===== src/core/rxbm_pkg.sv =====
package rxbm_pkg;
   // register byte offsets on the apb slave
   localparam logic [7:0] REG_CTRL = 8'h00;
   localparam logic [7:0] REG_CFG = 8'h04;
   localparam logic [7:0] REG_QPTR = 8'h08;
   localparam logic [7:0] REG_STAT = 8'h0C;
   // control, configuration and status bit positions
   localparam int CTRL_RXEN_BIT = 0;
   localparam int CFG_JUMBO_BIT = 3;
   localparam int CFG_OFS_LO = 14;
   localparam int CFG_NOFCS_BIT = 17;
   localparam int STAT_BNA_BIT = 0;
   localparam int STAT_RCV_BIT = 1;
   localparam logic [31:0] CFG_MASK = 32'h0002C008;
   // descriptor layout
   localparam int D0_OWN_BIT = 0;
   localparam int D0_WRAP_BIT = 1;
   localparam logic [31:0] DESC_STAT_OFS = 32'h00000004;
   localparam logic [9:0] DESC_LAST_IDX = 10'h3FF;
   localparam logic [6:0] BUF_LAST_POS = 7'h7F;
   // receive status word bit positions
   localparam int ST_BCAST = 31;
   localparam int ST_MHASH = 30;
   localparam int ST_UHASH = 29;
   localparam int ST_EXT = 28;
   localparam int ST_SA_LO = 23;
   localparam int ST_TYPE = 22;
   localparam int ST_VLAN = 21;
   localparam int ST_PRIO = 20;
   localparam int ST_VPRI_LO = 17;
   localparam int ST_CFI = 16;
   localparam int ST_EOF = 15;
   localparam int ST_SOF = 14;
   localparam int ST_OFS_LO = 12;
   localparam int ST_LEN_W = 12;
   localparam logic [15:0] VLAN_TPID = 16'h8100;

   // one received byte from the receive path
   typedef struct packed {
      logic [7:0] data;
      logic last;
      logic err;
      logic fcs;
   } rxbm_beat_t;

   // per-frame address check and tag results, valid with the last beat
   typedef struct packed {
      logic bcast;
      logic mhash;
      logic uhash;
      logic ext;
      logic [3:0] sa_hit;
      logic type_hit;
      logic [15:0] type_id;
      logic [11:0] vlan_id;
      logic [2:0] vlan_pri;
      logic cfi;
   } rxbm_fstat_t;

   // one word request towards system memory
   typedef struct packed {
      logic valid;
      logic write;
      logic [31:0] addr;
      logic [31:0] wdata;
   } rxbm_mreq_t;
endpackage : rxbm_pkg


===== src/core/rxbm_status_fmt.sv =====
`timescale 1ns/1ps
`default_nettype none
module rxbm_status_fmt (
   input wire rxbm_pkg::rxbm_fstat_t fstat,
   input wire logic sof,
   input wire logic eof,
   input wire logic [1:0] ofs,
   input wire logic jumbo,
   input wire logic [13:0] len,
   output logic [31:0] word
);
   logic vlan;

   assign vlan = (fstat.type_id == rxbm_pkg::VLAN_TPID);

   // builds the second descriptor word; only the last buffer gets full status
   always_comb begin
      word = 32'h00000000;
      word[rxbm_pkg::ST_SOF] = sof;
      if (sof && !jumbo) begin
         word[rxbm_pkg::ST_OFS_LO +: 2] = ofs;
      end
      if (eof) begin
         word[rxbm_pkg::ST_EOF] = 1'b1;
         word[rxbm_pkg::ST_BCAST] = fstat.bcast;
         word[rxbm_pkg::ST_MHASH] = fstat.mhash;
         word[rxbm_pkg::ST_UHASH] = fstat.uhash;
         word[rxbm_pkg::ST_EXT] = fstat.ext;
         word[rxbm_pkg::ST_SA_LO +: 4] = {fstat.sa_hit[0], fstat.sa_hit[1],
                                          fstat.sa_hit[2], fstat.sa_hit[3]};
         word[rxbm_pkg::ST_TYPE] = fstat.type_hit;
         word[rxbm_pkg::ST_VLAN] = vlan;
         word[rxbm_pkg::ST_PRIO] = vlan && (fstat.vlan_id == 12'h000);
         if (vlan) begin
            word[rxbm_pkg::ST_VPRI_LO +: 3] = fstat.vlan_pri;
            word[rxbm_pkg::ST_CFI] = fstat.cfi;
         end
         word[rxbm_pkg::ST_LEN_W-1:0] = len[11:0];
         if (jumbo) begin
            word[rxbm_pkg::ST_OFS_LO +: 2] = len[13:12];
         end
      end
   end
endmodule : rxbm_status_fmt
`default_nettype wire


===== src/core/rxbm_top.sv =====
// The address map and the APB register port are this design's own decisions.
`timescale 1ns/1ps
`default_nettype none
// Contract
// - receive buffers hold 128 bytes each
// - buffer addresses come from descriptor list
// - first buffer start shifted by cfg offset
// - descriptor is address word plus status word
// - overflowed buffer status zero except sof/offset
// - used buffer gets address bit0 set
// - full buffer continues frame in next descriptor
// - full status only in last descriptor
// - address word bits 31:2 give buffer base
// - address word bit1 marks list end
// - write only into buffers with owner clear
// - status bits 31..28 address match flags
// - bits 26..23 specific match, 22 type
// - bit 21 flags vlan tagged frame
// - bit 20 flags priority-only tag
// - bits 19:17 priority, 16 cfi
// - bit 15 end of frame
// - bit 14 start of frame
// - bits 13:12 first buffer offset
// - jumbo mode puts length bits there
// - bits 11:0 frame length
// - wrap bit or 1024th entry restarts list
// - owned descriptor flags buffer not available
// - cfg bit 17 drops fcs, shorter length
// - error recovers only current buffer
module rxbm_top (
   input wire logic pclk,
   input wire logic presetn,
   input wire logic psel,
   input wire logic penable,
   input wire logic pwrite,
   input wire logic [7:0] paddr,
   input wire logic [31:0] pwdata,
   output logic [31:0] prdata,
   output logic pready,
   output logic pslverr,
   input wire logic rx_valid,
   input wire rxbm_pkg::rxbm_beat_t rx_beat,
   input wire rxbm_pkg::rxbm_fstat_t rx_fstat,
   output logic rx_ready,
   output rxbm_pkg::rxbm_mreq_t mem_req,
   input wire logic mem_done,
   input wire logic [31:0] mem_rdata,
   output logic buf_unavail,
   output logic buf_unavail_evt
);
   typedef enum logic [2:0] {
      S_IDLE, S_FETCH, S_CHECK, S_FILL, S_WDATA, S_WSTAT, S_WOWN, S_DROP
   } rxbm_state_t;

   rxbm_state_t state_r, state_nxt;
   logic rxen_r, jumbo_r, nofcs_r, rcv_r, bna_r, bna_evt_r;
   logic [1:0] ofs_r;
   logic [29:0] qbase_r;
   logic [9:0] idx_r;
   logic [31:0] d0_r, word_r, word_ins, wbuf_r, waddr_r;
   logic [6:0] pos_r;
   logic [13:0] len_r;
   logic sof_r, eof_r, bufend_r, dirty_r;
   rxbm_pkg::rxbm_fstat_t fstat_r;
   rxbm_pkg::rxbm_mreq_t mreq_r;
   logic [31:0] prdata_r, status_word, desc_addr, buf_base;
   logic pready_r, pslverr_r, rx_ready_r;
   logic acc, store, flush, apb_wr, apb_setup, mapped, owned;

   assign acc = rx_valid && rx_ready_r;
   assign store = acc && !rx_beat.err && !(rx_beat.fcs && nofcs_r);
   assign flush = store && (pos_r[1:0] == 2'h3 || pos_r == rxbm_pkg::BUF_LAST_POS)
                  || acc && !rx_beat.err && rx_beat.last && (dirty_r || store);
   assign desc_addr = {qbase_r, 2'b00} + {19'h00000, idx_r, 3'b000};
   assign buf_base = {d0_r[31:2], 2'b00};
   assign owned = d0_r[rxbm_pkg::D0_OWN_BIT];
   assign apb_setup = psel && !penable;
   assign apb_wr = psel && penable && pready_r && pwrite;
   assign mapped = paddr == rxbm_pkg::REG_CTRL || paddr == rxbm_pkg::REG_CFG
                   || paddr == rxbm_pkg::REG_QPTR || paddr == rxbm_pkg::REG_STAT;

   // places the stored byte in its lane of the word being assembled
   for (genvar l = 0; l < 4; l++) begin : g_lane
      assign word_ins[8*l +: 8] = (store && pos_r[1:0] == 2'(l)) ? rx_beat.data
                                                                 : word_r[8*l +: 8];
   end

   rxbm_status_fmt u_fmt (
      .fstat(fstat_r),
      .sof(sof_r),
      .eof(eof_r),
      .ofs(ofs_r),
      .jumbo(jumbo_r),
      .len(len_r),
      .word(status_word)
   );

   // next state of the buffer walk
   always_comb begin
      state_nxt = state_r;
      case (state_r)
         S_IDLE: begin
            if (rxen_r && rx_valid) begin
               state_nxt = S_FETCH;
            end
         end
         S_FETCH: begin
            if (mreq_r.valid && mem_done) begin
               state_nxt = S_CHECK;
            end
         end
         S_CHECK: begin
            state_nxt = owned ? S_DROP : S_FILL;
         end
         S_FILL: begin
            if (acc && rx_beat.err) begin
               state_nxt = rx_beat.last ? S_IDLE : S_DROP;
            end else if (flush) begin
               state_nxt = S_WDATA;
            end else if (acc && rx_beat.last) begin
               state_nxt = S_WSTAT;
            end
         end
         S_WDATA: begin
            if (mreq_r.valid && mem_done) begin
               state_nxt = (eof_r || bufend_r) ? S_WSTAT : S_FILL;
            end
         end
         S_WSTAT: begin
            if (mreq_r.valid && mem_done) begin
               state_nxt = S_WOWN;
            end
         end
         S_WOWN: begin
            if (mreq_r.valid && mem_done) begin
               state_nxt = eof_r ? S_IDLE : S_FETCH;
            end
         end
         S_DROP: begin
            if (acc && rx_beat.last) begin
               state_nxt = S_IDLE;
            end
         end
         default: state_nxt = S_IDLE;
      endcase
   end

   // state register and receive-side ready
   always_ff @(posedge pclk or negedge presetn) begin
      if (!presetn) begin
         state_r <= S_IDLE;
         rx_ready_r <= 1'b0;
      end else begin
         state_r <= state_nxt;
         rx_ready_r <= state_nxt == S_FILL || state_nxt == S_DROP;
      end
   end

   // buffer fill position, word assembly, frame length and markers
   always_ff @(posedge pclk or negedge presetn) begin
      if (!presetn) begin
         pos_r <= 7'h00;
         word_r <= 32'h00000000;
         wbuf_r <= 32'h00000000;
         waddr_r <= 32'h00000000;
         len_r <= 14'h0000;
         sof_r <= 1'b0;
         eof_r <= 1'b0;
         bufend_r <= 1'b0;
         dirty_r <= 1'b0;
         fstat_r <= '0;
      end else begin
         case (state_r)
            S_IDLE: begin
               len_r <= 14'h0000;
               sof_r <= 1'b1;
               eof_r <= 1'b0;
            end
            S_CHECK: begin
               pos_r <= sof_r ? {5'h00, ofs_r} : 7'h00;
               word_r <= 32'h00000000;
               dirty_r <= 1'b0;
               bufend_r <= 1'b0;
            end
            S_FILL: begin
               if (store) begin
                  pos_r <= pos_r + 7'h01;
                  len_r <= len_r + 14'h0001;
                  word_r <= word_ins;
                  dirty_r <= 1'b1;
               end
               if (acc && rx_beat.last) begin
                  eof_r <= 1'b1;
                  fstat_r <= rx_fstat;
               end
               if (flush) begin
                  wbuf_r <= word_ins;
                  waddr_r <= buf_base + {25'h0000000, pos_r[6:2], 2'b00};
                  bufend_r <= store && pos_r == rxbm_pkg::BUF_LAST_POS;
               end
            end
            S_WDATA: begin
               if (mreq_r.valid && mem_done) begin
                  word_r <= 32'h00000000;
                  dirty_r <= 1'b0;
               end
            end
            S_WOWN: begin
               if (mreq_r.valid && mem_done) begin
                  sof_r <= 1'b0;
               end
            end
            default: ;
         endcase
      end
   end

   // memory requests: issued in each memory state, dropped on completion
   always_ff @(posedge pclk or negedge presetn) begin
      if (!presetn) begin
         mreq_r <= '0;
      end else if (mreq_r.valid) begin
         if (mem_done) begin
            mreq_r.valid <= 1'b0;
         end
      end else begin
         case (state_r)
            S_FETCH: mreq_r <= {1'b1, 1'b0, desc_addr, 32'h00000000};
            S_WDATA: mreq_r <= {1'b1, 1'b1, waddr_r, wbuf_r};
            S_WSTAT: mreq_r <= {1'b1, 1'b1, desc_addr + rxbm_pkg::DESC_STAT_OFS,
                                status_word};
            S_WOWN: begin
               mreq_r <= {1'b1, 1'b1, desc_addr, d0_r};
               mreq_r.wdata[rxbm_pkg::D0_OWN_BIT] <= 1'b1;
            end
            default: mreq_r <= '0;
         endcase
      end
   end

   // fetched address word
   always_ff @(posedge pclk or negedge presetn) begin
      if (!presetn) begin
         d0_r <= 32'h00000000;
      end else if (state_r == S_FETCH && mreq_r.valid && mem_done) begin
         d0_r <= mem_rdata;
      end
   end

   // list base and descriptor index; a write of the pointer restarts the list
   always_ff @(posedge pclk or negedge presetn) begin
      if (!presetn) begin
         qbase_r <= 30'h00000000;
         idx_r <= 10'h000;
      end else if (apb_wr && paddr == rxbm_pkg::REG_QPTR) begin
         qbase_r <= pwdata[31:2];
         idx_r <= 10'h000;
      end else if (state_r == S_WOWN && mreq_r.valid && mem_done) begin
         if (d0_r[rxbm_pkg::D0_WRAP_BIT] || idx_r == rxbm_pkg::DESC_LAST_IDX) begin
            idx_r <= 10'h000;
         end else begin
            idx_r <= idx_r + 10'h001;
         end
      end
   end

   // control and configuration registers
   always_ff @(posedge pclk or negedge presetn) begin
      if (!presetn) begin
         rxen_r <= 1'b0;
         jumbo_r <= 1'b0;
         nofcs_r <= 1'b0;
         ofs_r <= 2'h0;
      end else if (apb_wr && paddr == rxbm_pkg::REG_CTRL) begin
         rxen_r <= pwdata[rxbm_pkg::CTRL_RXEN_BIT];
      end else if (apb_wr && paddr == rxbm_pkg::REG_CFG) begin
         jumbo_r <= pwdata[rxbm_pkg::CFG_JUMBO_BIT];
         nofcs_r <= pwdata[rxbm_pkg::CFG_NOFCS_BIT];
         ofs_r <= pwdata[rxbm_pkg::CFG_OFS_LO +: 2];
      end
   end

   // sticky status; hardware set wins over a write-one clear
   always_ff @(posedge pclk or negedge presetn) begin
      if (!presetn) begin
         bna_r <= 1'b0;
         rcv_r <= 1'b0;
         bna_evt_r <= 1'b0;
      end else begin
         bna_evt_r <= state_r == S_CHECK && owned;
         if (state_r == S_CHECK && owned) begin
            bna_r <= 1'b1;
         end else if (apb_wr && paddr == rxbm_pkg::REG_STAT
                      && pwdata[rxbm_pkg::STAT_BNA_BIT]) begin
            bna_r <= 1'b0;
         end
         if (state_r == S_FILL && acc && rx_beat.err) begin
            rcv_r <= 1'b1;
         end else if (apb_wr && paddr == rxbm_pkg::REG_STAT
                      && pwdata[rxbm_pkg::STAT_RCV_BIT]) begin
            rcv_r <= 1'b0;
         end
      end
   end

   // apb slave: ready in the first access cycle, data latched at setup
   always_ff @(posedge pclk or negedge presetn) begin
      if (!presetn) begin
         pready_r <= 1'b0;
         pslverr_r <= 1'b0;
         prdata_r <= 32'h00000000;
      end else begin
         pready_r <= apb_setup;
         pslverr_r <= apb_setup && !mapped;
         if (apb_setup) begin
            prdata_r <= 32'h00000000;
            case (paddr)
               rxbm_pkg::REG_CTRL: prdata_r[rxbm_pkg::CTRL_RXEN_BIT] <= rxen_r;
               rxbm_pkg::REG_CFG: begin
                  prdata_r[rxbm_pkg::CFG_JUMBO_BIT] <= jumbo_r;
                  prdata_r[rxbm_pkg::CFG_NOFCS_BIT] <= nofcs_r;
                  prdata_r[rxbm_pkg::CFG_OFS_LO +: 2] <= ofs_r;
               end
               rxbm_pkg::REG_QPTR: prdata_r <= desc_addr;
               rxbm_pkg::REG_STAT: begin
                  prdata_r[rxbm_pkg::STAT_BNA_BIT] <= bna_r;
                  prdata_r[rxbm_pkg::STAT_RCV_BIT] <= rcv_r;
               end
               default: prdata_r <= 32'h00000000;
            endcase
         end
      end
   end

   assign prdata = prdata_r;
   assign pready = pready_r;
   assign pslverr = pslverr_r;
   assign rx_ready = rx_ready_r;
   assign mem_req = mreq_r;
   assign buf_unavail = bna_r;
   assign buf_unavail_evt = bna_evt_r;

   // checks on the buffer walk
   property p_bufcap;
      @(posedge pclk) disable iff (!presetn)
      (state_r == S_FILL && store && pos_r == rxbm_pkg::BUF_LAST_POS) |=> state_r == S_WDATA;
   endproperty
   a_bufcap: assert property (p_bufcap) else $error("full buffer not flushed");

   property p_fetch_addr;
      @(posedge pclk) disable iff (!presetn)
      (mreq_r.valid && state_r == S_FETCH) |-> !mreq_r.write && mreq_r.addr == desc_addr;
   endproperty
   a_fetch_addr: assert property (p_fetch_addr) else $error("bad fetch address");

   property p_first_ofs;
      @(posedge pclk) disable iff (!presetn)
      (state_r == S_CHECK && !owned && sof_r) |=> pos_r == {5'h00, ofs_r};
   endproperty
   a_first_ofs: assert property (p_first_ofs) else $error("first buffer offset wrong");

   property p_stat_addr;
      @(posedge pclk) disable iff (!presetn)
      (mreq_r.valid && state_r == S_WSTAT) |-> mreq_r.addr == desc_addr + 32'h00000004;
   endproperty
   a_stat_addr: assert property (p_stat_addr) else $error("status word misplaced");

   property p_own_set;
      @(posedge pclk) disable iff (!presetn)
      (mreq_r.valid && state_r == S_WOWN) |-> mreq_r.wdata[0] && mreq_r.addr == desc_addr;
   endproperty
   a_own_set: assert property (p_own_set) else $error("owner bit not written");

   property p_no_write_owned;
      @(posedge pclk) disable iff (!presetn)
      (state_r == S_CHECK && owned) |=> state_r == S_DROP ##1 !(mreq_r.valid && mreq_r.write);
   endproperty
   a_no_write_owned: assert property (p_no_write_owned) else $error("owned buffer used");

   property p_bna;
      @(posedge pclk) disable iff (!presetn)
      (state_r == S_CHECK && owned) |=> bna_r && buf_unavail_evt ##1 !buf_unavail_evt;
   endproperty
   a_bna: assert property (p_bna) else $error("buffer not available missed");

   property p_wrap;
      @(posedge pclk) disable iff (!presetn)
      (state_r == S_WOWN && mreq_r.valid && mem_done && d0_r[1]
       && !(apb_wr && paddr == rxbm_pkg::REG_QPTR)) |=> idx_r == 10'h000;
   endproperty
   a_wrap: assert property (p_wrap) else $error("list did not wrap");

   property p_nofcs;
      @(posedge pclk) disable iff (!presetn)
      (state_r == S_FILL && acc && rx_beat.fcs && nofcs_r) |=> $stable(len_r);
   endproperty
   a_nofcs: assert property (p_nofcs) else $error("dropped fcs counted");

   property p_mid_status;
      @(posedge pclk) disable iff (!presetn)
      (mreq_r.valid && state_r == S_WSTAT && !eof_r) |-> mreq_r.wdata[31:15] == 17'h00000
                                                          && mreq_r.wdata[11:0] == 12'h000;
   endproperty
   a_mid_status: assert property (p_mid_status) else $error("overflow status not clear");
endmodule : rxbm_top
`default_nettype wire


===== config.mk =====
export PLATFORM = sky130hd
export DESIGN_NAME = rxbm_top
export DESIGN_NICKNAME = d
export VERILOG_FILES = /design/src/core/rxbm_pkg.sv /design/src/core/rxbm_status_fmt.sv /design/src/core/rxbm_top.sv
export SDC_FILE = /design/constraint.sdc
export NUM_CORES = 1
export LEC_CHECK = 0
export BUFFER_PORTS_ARGS = -buffer_cell sky130_fd_sc_hd__buf_2
export CORE_MARGIN = 2
export CORE_UTILIZATION = 40
export DETAILED_ROUTE_END_ITERATION = 16
export PLACE_DENSITY = 0.62
export SYNTH_ARGS = -nofsm -noshare
export SYNTH_HDL_FRONTEND = slang
export SYNTH_SLANG_ARGS = --single-unit

===== constraint.sdc =====
create_clock -name pclk -period 3.38 [get_ports pclk]
set_clock_uncertainty 0.05 [all_clocks]
set_input_delay 0.169 -clock pclk [delete_from_list [all_inputs] [get_ports pclk]]
set_output_delay 0.169 -clock pclk [all_outputs]
set_load 0.03 [all_outputs]

==> summary.txt, run 1 <==
Floorplanning
  – Row count: between 70 and 80
  – Die Area: 45300 um2
  – Floorplan die height: between 200 and 250 um
  – Area of the placeable core: 43100 um2
  – Effective utilization at floorplan: around two fifths
  – Die outline width: 213 um
  – Number of placed I/O pins: around 230

Route
  – Via/cell ratio: about 5.5
  – Average routed wire per standard cell: 20.4 um
  – Iteration-0 DRC Markers: ~1300
  – DRC: 0
  – Final WL: slightly below 60 mm
  – Via count: between 15000 and 20000
  – Detailed-router iteration count before antenna repair: 6
  – Post-route antenna net violation count: 0

GRT
  – Global router's overall resource usage: roughly a quarter
  – Number of global-route vias before repair: 15900
  – Pin count of the biggest net entering global routing: between 100 and 150
  – Grt ovf: 0
  – Antenna violations before repair: 0
  – First-pass GRT wire length: approximately 90 mm

Worst setup path
  – Crit path largest cell delay: between 0.4 and 0.5 ns
  – Critical Path Fanout Max: 3
  – Cell-by-cell listing of the critical path: ha_4 -> inv_2 -> fa_2 -> and2b_1 -> o2111a_2 -> buf_6 -> o311ai_4 -> a21o_1 -> a222oi_1 -> buf_4 -> and4_4 -> nand3_4 -> or4b_1 -> o211ai_1
  – Bufs and invs on worst path: 3
  – Data required time at the worst endpoint: about 3.8 ns
  – Element type at the critical path end: flop
  – Largest delay share family, worst path: simple AND/OR/NAND/NOR gates
  – Worst Path Class, Setup: flop to flop
  – CP max stage cell: sky130_fd_sc_hd__or4b_1
  – Slack of the worst reg-to-reg path: -0.05 ns
  – Startpoint kind of the worst setup timing path: flop
  – Data arrival time of the critical path: 3.87 ns

Layout
  – Antenna cells: 0
  – Fin nets: 2400
  – Layout cells sized above 1: 25.4%
  – Post-synthesis to final-layout area growth: 31.6%

Synth
  – Top cells by instance count after synthesis: sky130_fd_sc_hd__dfrtp_1, sky130_fd_sc_hd__nand2_1, sky130_fd_sc_hd__o21ai_0, sky130_fd_sc_hd__nor2_1, sky130_fd_sc_hd__a21oi_1
  – Post-synth cell types: 90
  – Cell count after synthesis: approximately 1800
  – Number of enable-type register cells in the synthesized netlist: 0
  – Cell type with the largest total area after synthesis: sky130_fd_sc_hd__dfrtp_1
  – Yosys top cell area share: 49.0%
  – Mean Syn Cell Area: 9.68 um2
  – Synth Cell Area: between 15000 and 20000 um2
  – Most frequently used flop master after synthesis: sky130_fd_sc_hd__dfrtp_1
  – Sequential-to-total area share from yosys stat: between 40% and 50%
  – Most common cell in the netlist: sky130_fd_sc_hd__dfrtp_1
  – Number of flip-flops and latches in the synthesized netlist: between 300 and 400
  – Number of warnings reported in the yosys synthesis log: 0
  – Most area-consuming cells after synthesis: sky130_fd_sc_hd__dfrtp_1, sky130_fd_sc_hd__nand2_1, sky130_fd_sc_hd__o21ai_0
  – Share of flip-flops with an asynchronous set or reset: 100%

Power
  – Leakage: around 11 nW
  – Total Power Consumption: approximately 0.014 W
  – Worst IR Drop VDD: around 0.45 mV
  – Areal power density over the cells: between 600 and 700 nW/um2

Clocking
  – Num CTS Buffers: 40
  – CTS root buffer: sky130_fd_sc_hd__clkbuf_16
  – Maximum buffer depth of the clock tree: 3
  – Clk_lat worst skew: about 0.6 ns
  – Number of H-tree levels: 2
  – CTS sink count: roughly 340
  – CTS tree: built
  – Clock slew at the register clock pins of the worst setup and hold paths: 0.06 ns

STA
  – Clock period minus final worst setup slack: between 3 and 4 ns
  – Slew of the pin with the lowest slew margin: approximately 0.85 ns
  – Number of hold violations in the final report: 0
  – Max Slew Vio Count: 0
  – Crit share post-route: 102%
  – Max Clk Rate: 291 MHz
  – Unrepaired setup endpoints after global routing: true
  – Worst slew margin relative to its limit: between 40 and 50%
  – Worst setup slack after layout: -0.0518 ns
  – Number of endpoints failing setup at the final stage: 3

Hold path
  – Path class of the lowest-slack min-delay path: primary input to flop

Place
  – HPWL Detailed: roughly 41 mm
  – Gp weighted congestion: ~0.86
  – Count of input and output buffers: 231
  – Setup WS pre-CTS: -0.222 ns

Flow run
  – Number of max-cap violations: 0

Outcome
  – Outcome: complete, but fails checks
  – Violations in the final reports: setup timing
cell families (layout without fill, tap and decap cells):
family                   Yosys count  count (layout)  synth area share, %
AND/OR/NAND/NOR                  638             638                 17.1
multiplexers                     141             141                 8.63
XOR/XNOR                          68              68                 3.41
other                              1               2               0.0215
AO/OA/AOI/OAI                    464             464                 16.8
buffers and inverters            127             597                 3.18
adder cells (fa/ha/maj)           24              24                 1.81
flip-flops                       342             342                 49.0
final cells by class:
class | instances | area [um2]
Multi-Input combinational cell | 1337 | 8590
Inverter | 23 | 86.3
Sequential cell | 342 | 8560
Clock buffer | 56 | 1150
Fill cell | 3901 | 20100
Tap cell | 585 | 732
Clock inverter | 17 | 275
Timing Repair Buffer | 501 | 3590
through the flow:
| step | setup TNS, ns | hold WS [ns] | area (um2) | util (%) | instances |
|---|---|---|---|---|---|
| floorplan | 0 | -0.177 | 17500 | - | 1806 |
| global placement | -0.597 | 0.223 | 20000 | 46.4 | 2649 |
| detailed placement | -1.78 | 0.225 | 20000 | 46.4 | 2649 |
| CTS | -0.310 | 0.0759 | 22800 | 52.9 | 2858 |
| global route | -1.70 | 0.121 | 23000 | 53.4 | 2861 |
| finish | -0.121 | 0.103 | 23000 | 53.4 | 2861 |
cell usage in the layout, fill, tap and decap left out, drive strengths merged, types with 26 or more instances in the layout:
master and n:
mux2i 65, a21oi 79, nor2 116, o21ai 194, nand4 29, xor2 38
nand2 305, xnor2 30, clkbuf 56, buf 372, dlygate4sd3 129, nand3 50
dfrtp 342, mux2 76, a22o 45, and3 26
worst reg2reg max path: stages (launching register included):
cell	delay [ns]
sky130_fd_sc_hd__dfrtp_1	0.40
sky130_fd_sc_hd__ha_4	0.16
sky130_fd_sc_hd__inv_2	0.04
sky130_fd_sc_hd__fa_2	0.34
sky130_fd_sc_hd__and2b_1	0.25
sky130_fd_sc_hd__o2111a_2	0.26
sky130_fd_sc_hd__buf_6	0.12
sky130_fd_sc_hd__o311ai_4	0.09
sky130_fd_sc_hd__a21o_1	0.23
sky130_fd_sc_hd__a222oi_1	0.35
sky130_fd_sc_hd__buf_4	0.19
sky130_fd_sc_hd__and4_4	0.25
sky130_fd_sc_hd__nand3_4	0.07
sky130_fd_sc_hd__or4b_1	0.46
sky130_fd_sc_hd__o211ai_1	0.09
worst paths after layout:
check	startpoint	endpoint	cells after the start
max	qbase_r[1]	mem_req[58]	14
min	paddr[6]	prdata[1]	5
max reg2reg	qbase_r[1]	mem_req[58]	14
min reg2reg	prdata[3]	prdata[3]	2
max in group asynchronous	presetn	fstat_r[17]	3
min in group asynchronous	presetn	prdata[0]	2
sequential cells by signal, indices dropped and copies added (netlist names), 2 cells and up:
register / cells
wbuf_r: 32
waddr_r: 30
mem_req: 64
pos_r: 7
word_r: 32
state_r: 3
prdata: 32
d0_r: 32
qbase_r: 30
len_r: 14
idx_r: 10
fstat_r: 41
ofs_r: 2
metal layers:
metal / GRT usage [%] / wire [um]
met1: 36.0 / 26600
met2: 40.3 / 26600
met3: 4.56 / 3320
met4: 8.97 / 1810
met5: 0 / 0
report_power, final:
part           internal (W)  switching [W]  total, W
combinational       0.00148        0.00252   0.00400
sequential          0.00468       0.000727   0.00541
clock               0.00279        0.00187   0.00466
timing repair:
| action | 4_1_cts | 5_1_grt |
|---|---|---|
| gates resized for setup | 16 | 34 |
| hold endpoints to repair | 271 | 0 |
| buffers inserted | 7 | 5 |
| setup endpoints to repair | 16 | 17 |
| pin swaps | 15 | 23 |
| hold buffers | 129 | 0 |
Note: power is estimated with default switching activity, not from simulation.
==> run 2: changes to the inputs <==
==> constraint.sdc (replaced) <==
create_clock -name pclk -period 3.38 [get_ports pclk]
set_clock_uncertainty 0.05 [all_clocks]
set_input_delay 0 -clock pclk [delete_from_list [all_inputs] [get_ports pclk]]
set_output_delay 0 -clock pclk [all_outputs]
set_load 0.03 [all_outputs]
==> summary.txt, run 2 (synthesized netlist as in run 1, its figures left out) <==
Worst setup path
  – Critical Path Fanout Max: 3
  – Data arrival time of the critical path: approximately 3.8 ns
  – Startpoint kind of the worst setup timing path: flop
  – Worst Path Class, Setup: flop to flop
  – Element type at the critical path end: flop
  – Data required time at the worst endpoint: 3.76 ns

Clocking
  – CTS root buffer: sky130_fd_sc_hd__clkbuf_16
  – Num CTS Buffers: 39
  – Clock slew at the register clock pins of the worst setup and hold paths: 0.06 ns
  – Clk_lat worst skew: ~0.57 ns
  – CTS tree: built
  – Maximum buffer depth of the clock tree: 3
  – Number of H-tree levels: 2
  – CTS sink count: about 340

Power
  – Areal power density over the cells: between 600 and 700 nW/um2
  – Total Power Consumption: approximately 0.014 W
  – Internal power summed over all cells: approximately 0.0089 W
  – Worst IR Drop VDD: between 0.5 and 0.6 mV
  – Power dissipated by switching net loads: slightly above 0.005 W
  – Share of power burned in the clock network: approximately a third
  – Switching part of the total power: a little over a third
  – Sequential share of power: about two fifths
  – Leakage: ~11 nW
  – Combinational share of power: 29.0%

STA
  – Crit share post-route: 102%
  – Number of endpoints failing setup at the final stage: 4
  – Total Neg Setup Slack: -0.105 ns
  – Unrepaired setup endpoints after global routing: true
  – Clock period minus final worst setup slack: between 3 and 4 ns
  – Worst setup slack after layout: -0.0608 ns
  – Max Slew Vio Count: 0
  – Slew of the pin with the lowest slew margin: around 1.2 ns
  – Max Clk Rate: about 290 MHz
  – Worst slew margin relative to its limit: roughly 19%
  – Number of hold violations in the final report: 0

Place
  – Count of input and output buffers: between 200 and 250
  – Placed Cells: around 2600
  – HPWL Detailed: between 40 and 50 mm
  – Setup WS pre-CTS: -0.270 ns
  – Gp weighted congestion: 0.872

Route
  – Via count: 15700
  – Detailed-router iteration count before antenna repair: 5
  – Post-route antenna net violation count: 0
  – DRC: 0
  – Via/cell ratio: about 5.5
  – Average routed wire per standard cell: around 20 um
  – Iteration-0 DRC Markers: between 1000 and 1500
  – Final WL: between 50 and 60 mm

GRT
  – Global router's overall resource usage: between 20% and 30%
  – Number of global-route vias before repair: 15900
  – Grt ovf: 0
  – Antenna violations before repair: 0
  – First-pass GRT wire length: between 90 and 100 mm
  – Pin count of the biggest net entering global routing: 104

Layout
  – Most frequent cells in the layout: sky130_fd_sc_hd__dfrtp_1, sky130_fd_sc_hd__nand2_1, sky130_fd_sc_hd__buf_2
  – Max FFs per register: between 60 and 70
  – Fill count: between 3000 and 4000
  – Post-synthesis to final-layout area growth: 32.3%
  – Antenna cells: 0
  – Core Util, Final: 53.6%
  – Final Non-Filler Cells: 2873
  – Fin nets: between 2000 and 2500
  – Layout cells sized above 1: between 20% and 30%
  – Most common library cell in the layout ignoring fill and taps: sky130_fd_sc_hd__dfrtp_1

Outcome
  – Violations in the final reports: setup timing
  – Outcome: complete, but fails checks

Floorplanning
  – Row count: 76
  – Effective utilization at floorplan: roughly 40%
  – Die Area: between 40000 and 50000 um2
  – Die outline width: 213 um
  – Floorplan die height: 213 um
  – Area of the placeable core: 43100 um2
  – Number of placed I/O pins: 234

Hold path
  – Path class of the lowest-slack min-delay path: primary input to asynchronous set/reset pin

Flow run
  – Number of max-cap violations: 0
-- run 2: changes by cell type in the layout (fill, tap and decap cells not counted), sizes merged --
cell	previous run	this run
buf	372	379
dlygate4sd3	129	135
inv	22	25
clkbuf	56	54
clkinvlp	3	1
bufinv	5	6
clkinv	10	9
-- run 2: per-layer routing --
metal,global-route usage (%),up-vias,part of all wire (%)
met5,0,-,0
met4,9.31,0,3.0
met3,4.52,107,6.1
met2,41.3,550,46
met1,36.1,7727,45
li1,-,7364,-
-- run 2: layout make-up --
| type | count | area (um2) | share of cell area, % |
|---|---|---|---|
| clock buffers | 54 | 1080 | 4.68 |
| clock inverters | 18 | 284 | 1.23 |
| inverters | 23 | 86.3 | 0.374 |
| multi-input cells | 1337 | 8650 | 37.4 |
| flip-flops and latches | 342 | 8560 | 37.0 |
| well taps | 585 | 732 | 3.17 |
| repair buffers | 514 | 3720 | 16.1 |
-- run 2: worst max-delay path, cell delays in order, from the launching register on --
cell and delay [ns]:
sky130_fd_sc_hd__dfrtp_1 0.36, sky130_fd_sc_hd__ha_2 0.19, sky130_fd_sc_hd__inv_2 0.04, sky130_fd_sc_hd__fa_2 0.33
sky130_fd_sc_hd__and2b_1 0.23, sky130_fd_sc_hd__buf_4 0.12, sky130_fd_sc_hd__buf_6 0.09, sky130_fd_sc_hd__o2111ai_4 0.14
sky130_fd_sc_hd__a31oi_4 0.25, sky130_fd_sc_hd__o2111ai_2 0.13, sky130_fd_sc_hd__xor2_1 0.19, sky130_fd_sc_hd__or4_4 0.56
sky130_fd_sc_hd__nor4_2 0.31, sky130_fd_sc_hd__mux2i_1 0.22, sky130_fd_sc_hd__o211ai_1 0.10
-- run 2: timing repair --
item | in CTS | in global routing
gates cloned | 0 | 0
hold buffers | 136 | 0
endpoints found under the setup margin | 14 | 20
gates resized for setup | 20 | 46
endpoints found under the hold margin | 532 | 0
setup buffers | 9 | 9
pin swaps | 16 | 24
-- run 2: power by group through the flow --
stage | registers [W] | logic (W) | clock network (W)
floorplan | 0.00539 | 0.00230 | 0
global placement | 0.00542 | 0.00380 | 0
detailed placement | 0.00544 | 0.00383 | 0
CTS | 0.00537 | 0.00402 | 0.00464
global route | 0.00548 | 0.00442 | 0.00481
finish | 0.00540 | 0.00407 | 0.00455
-- run 2: worst paths after layout --
path / to / cells after the start / start / slack [ns]
worst max-delay path: mem_req[63] / 14 / idx_r[0] / -0.06
worst max register to register: mem_req[63] / 14 / idx_r[0] / -0.06
min in group pclk: prdata[1] / 4 / psel / 0.03
max in group asynchronous: mem_req[65] / 3 / presetn / 2.69
worst min register to register: prdata[3] / 2 / prdata[3] / 0.42
worst min-delay path: rxen_r / 3 / presetn / 0.02
-- run 2: stage by stage --
stage                     hold WS, ns  area, um2
after global routing           0.0648      23100
after detailed placement      -0.0664      20000
after global placement        -0.0718      20000
after floorplan                -0.346      17500
after CTS                      0.0259      22800
final                          0.0249      23100
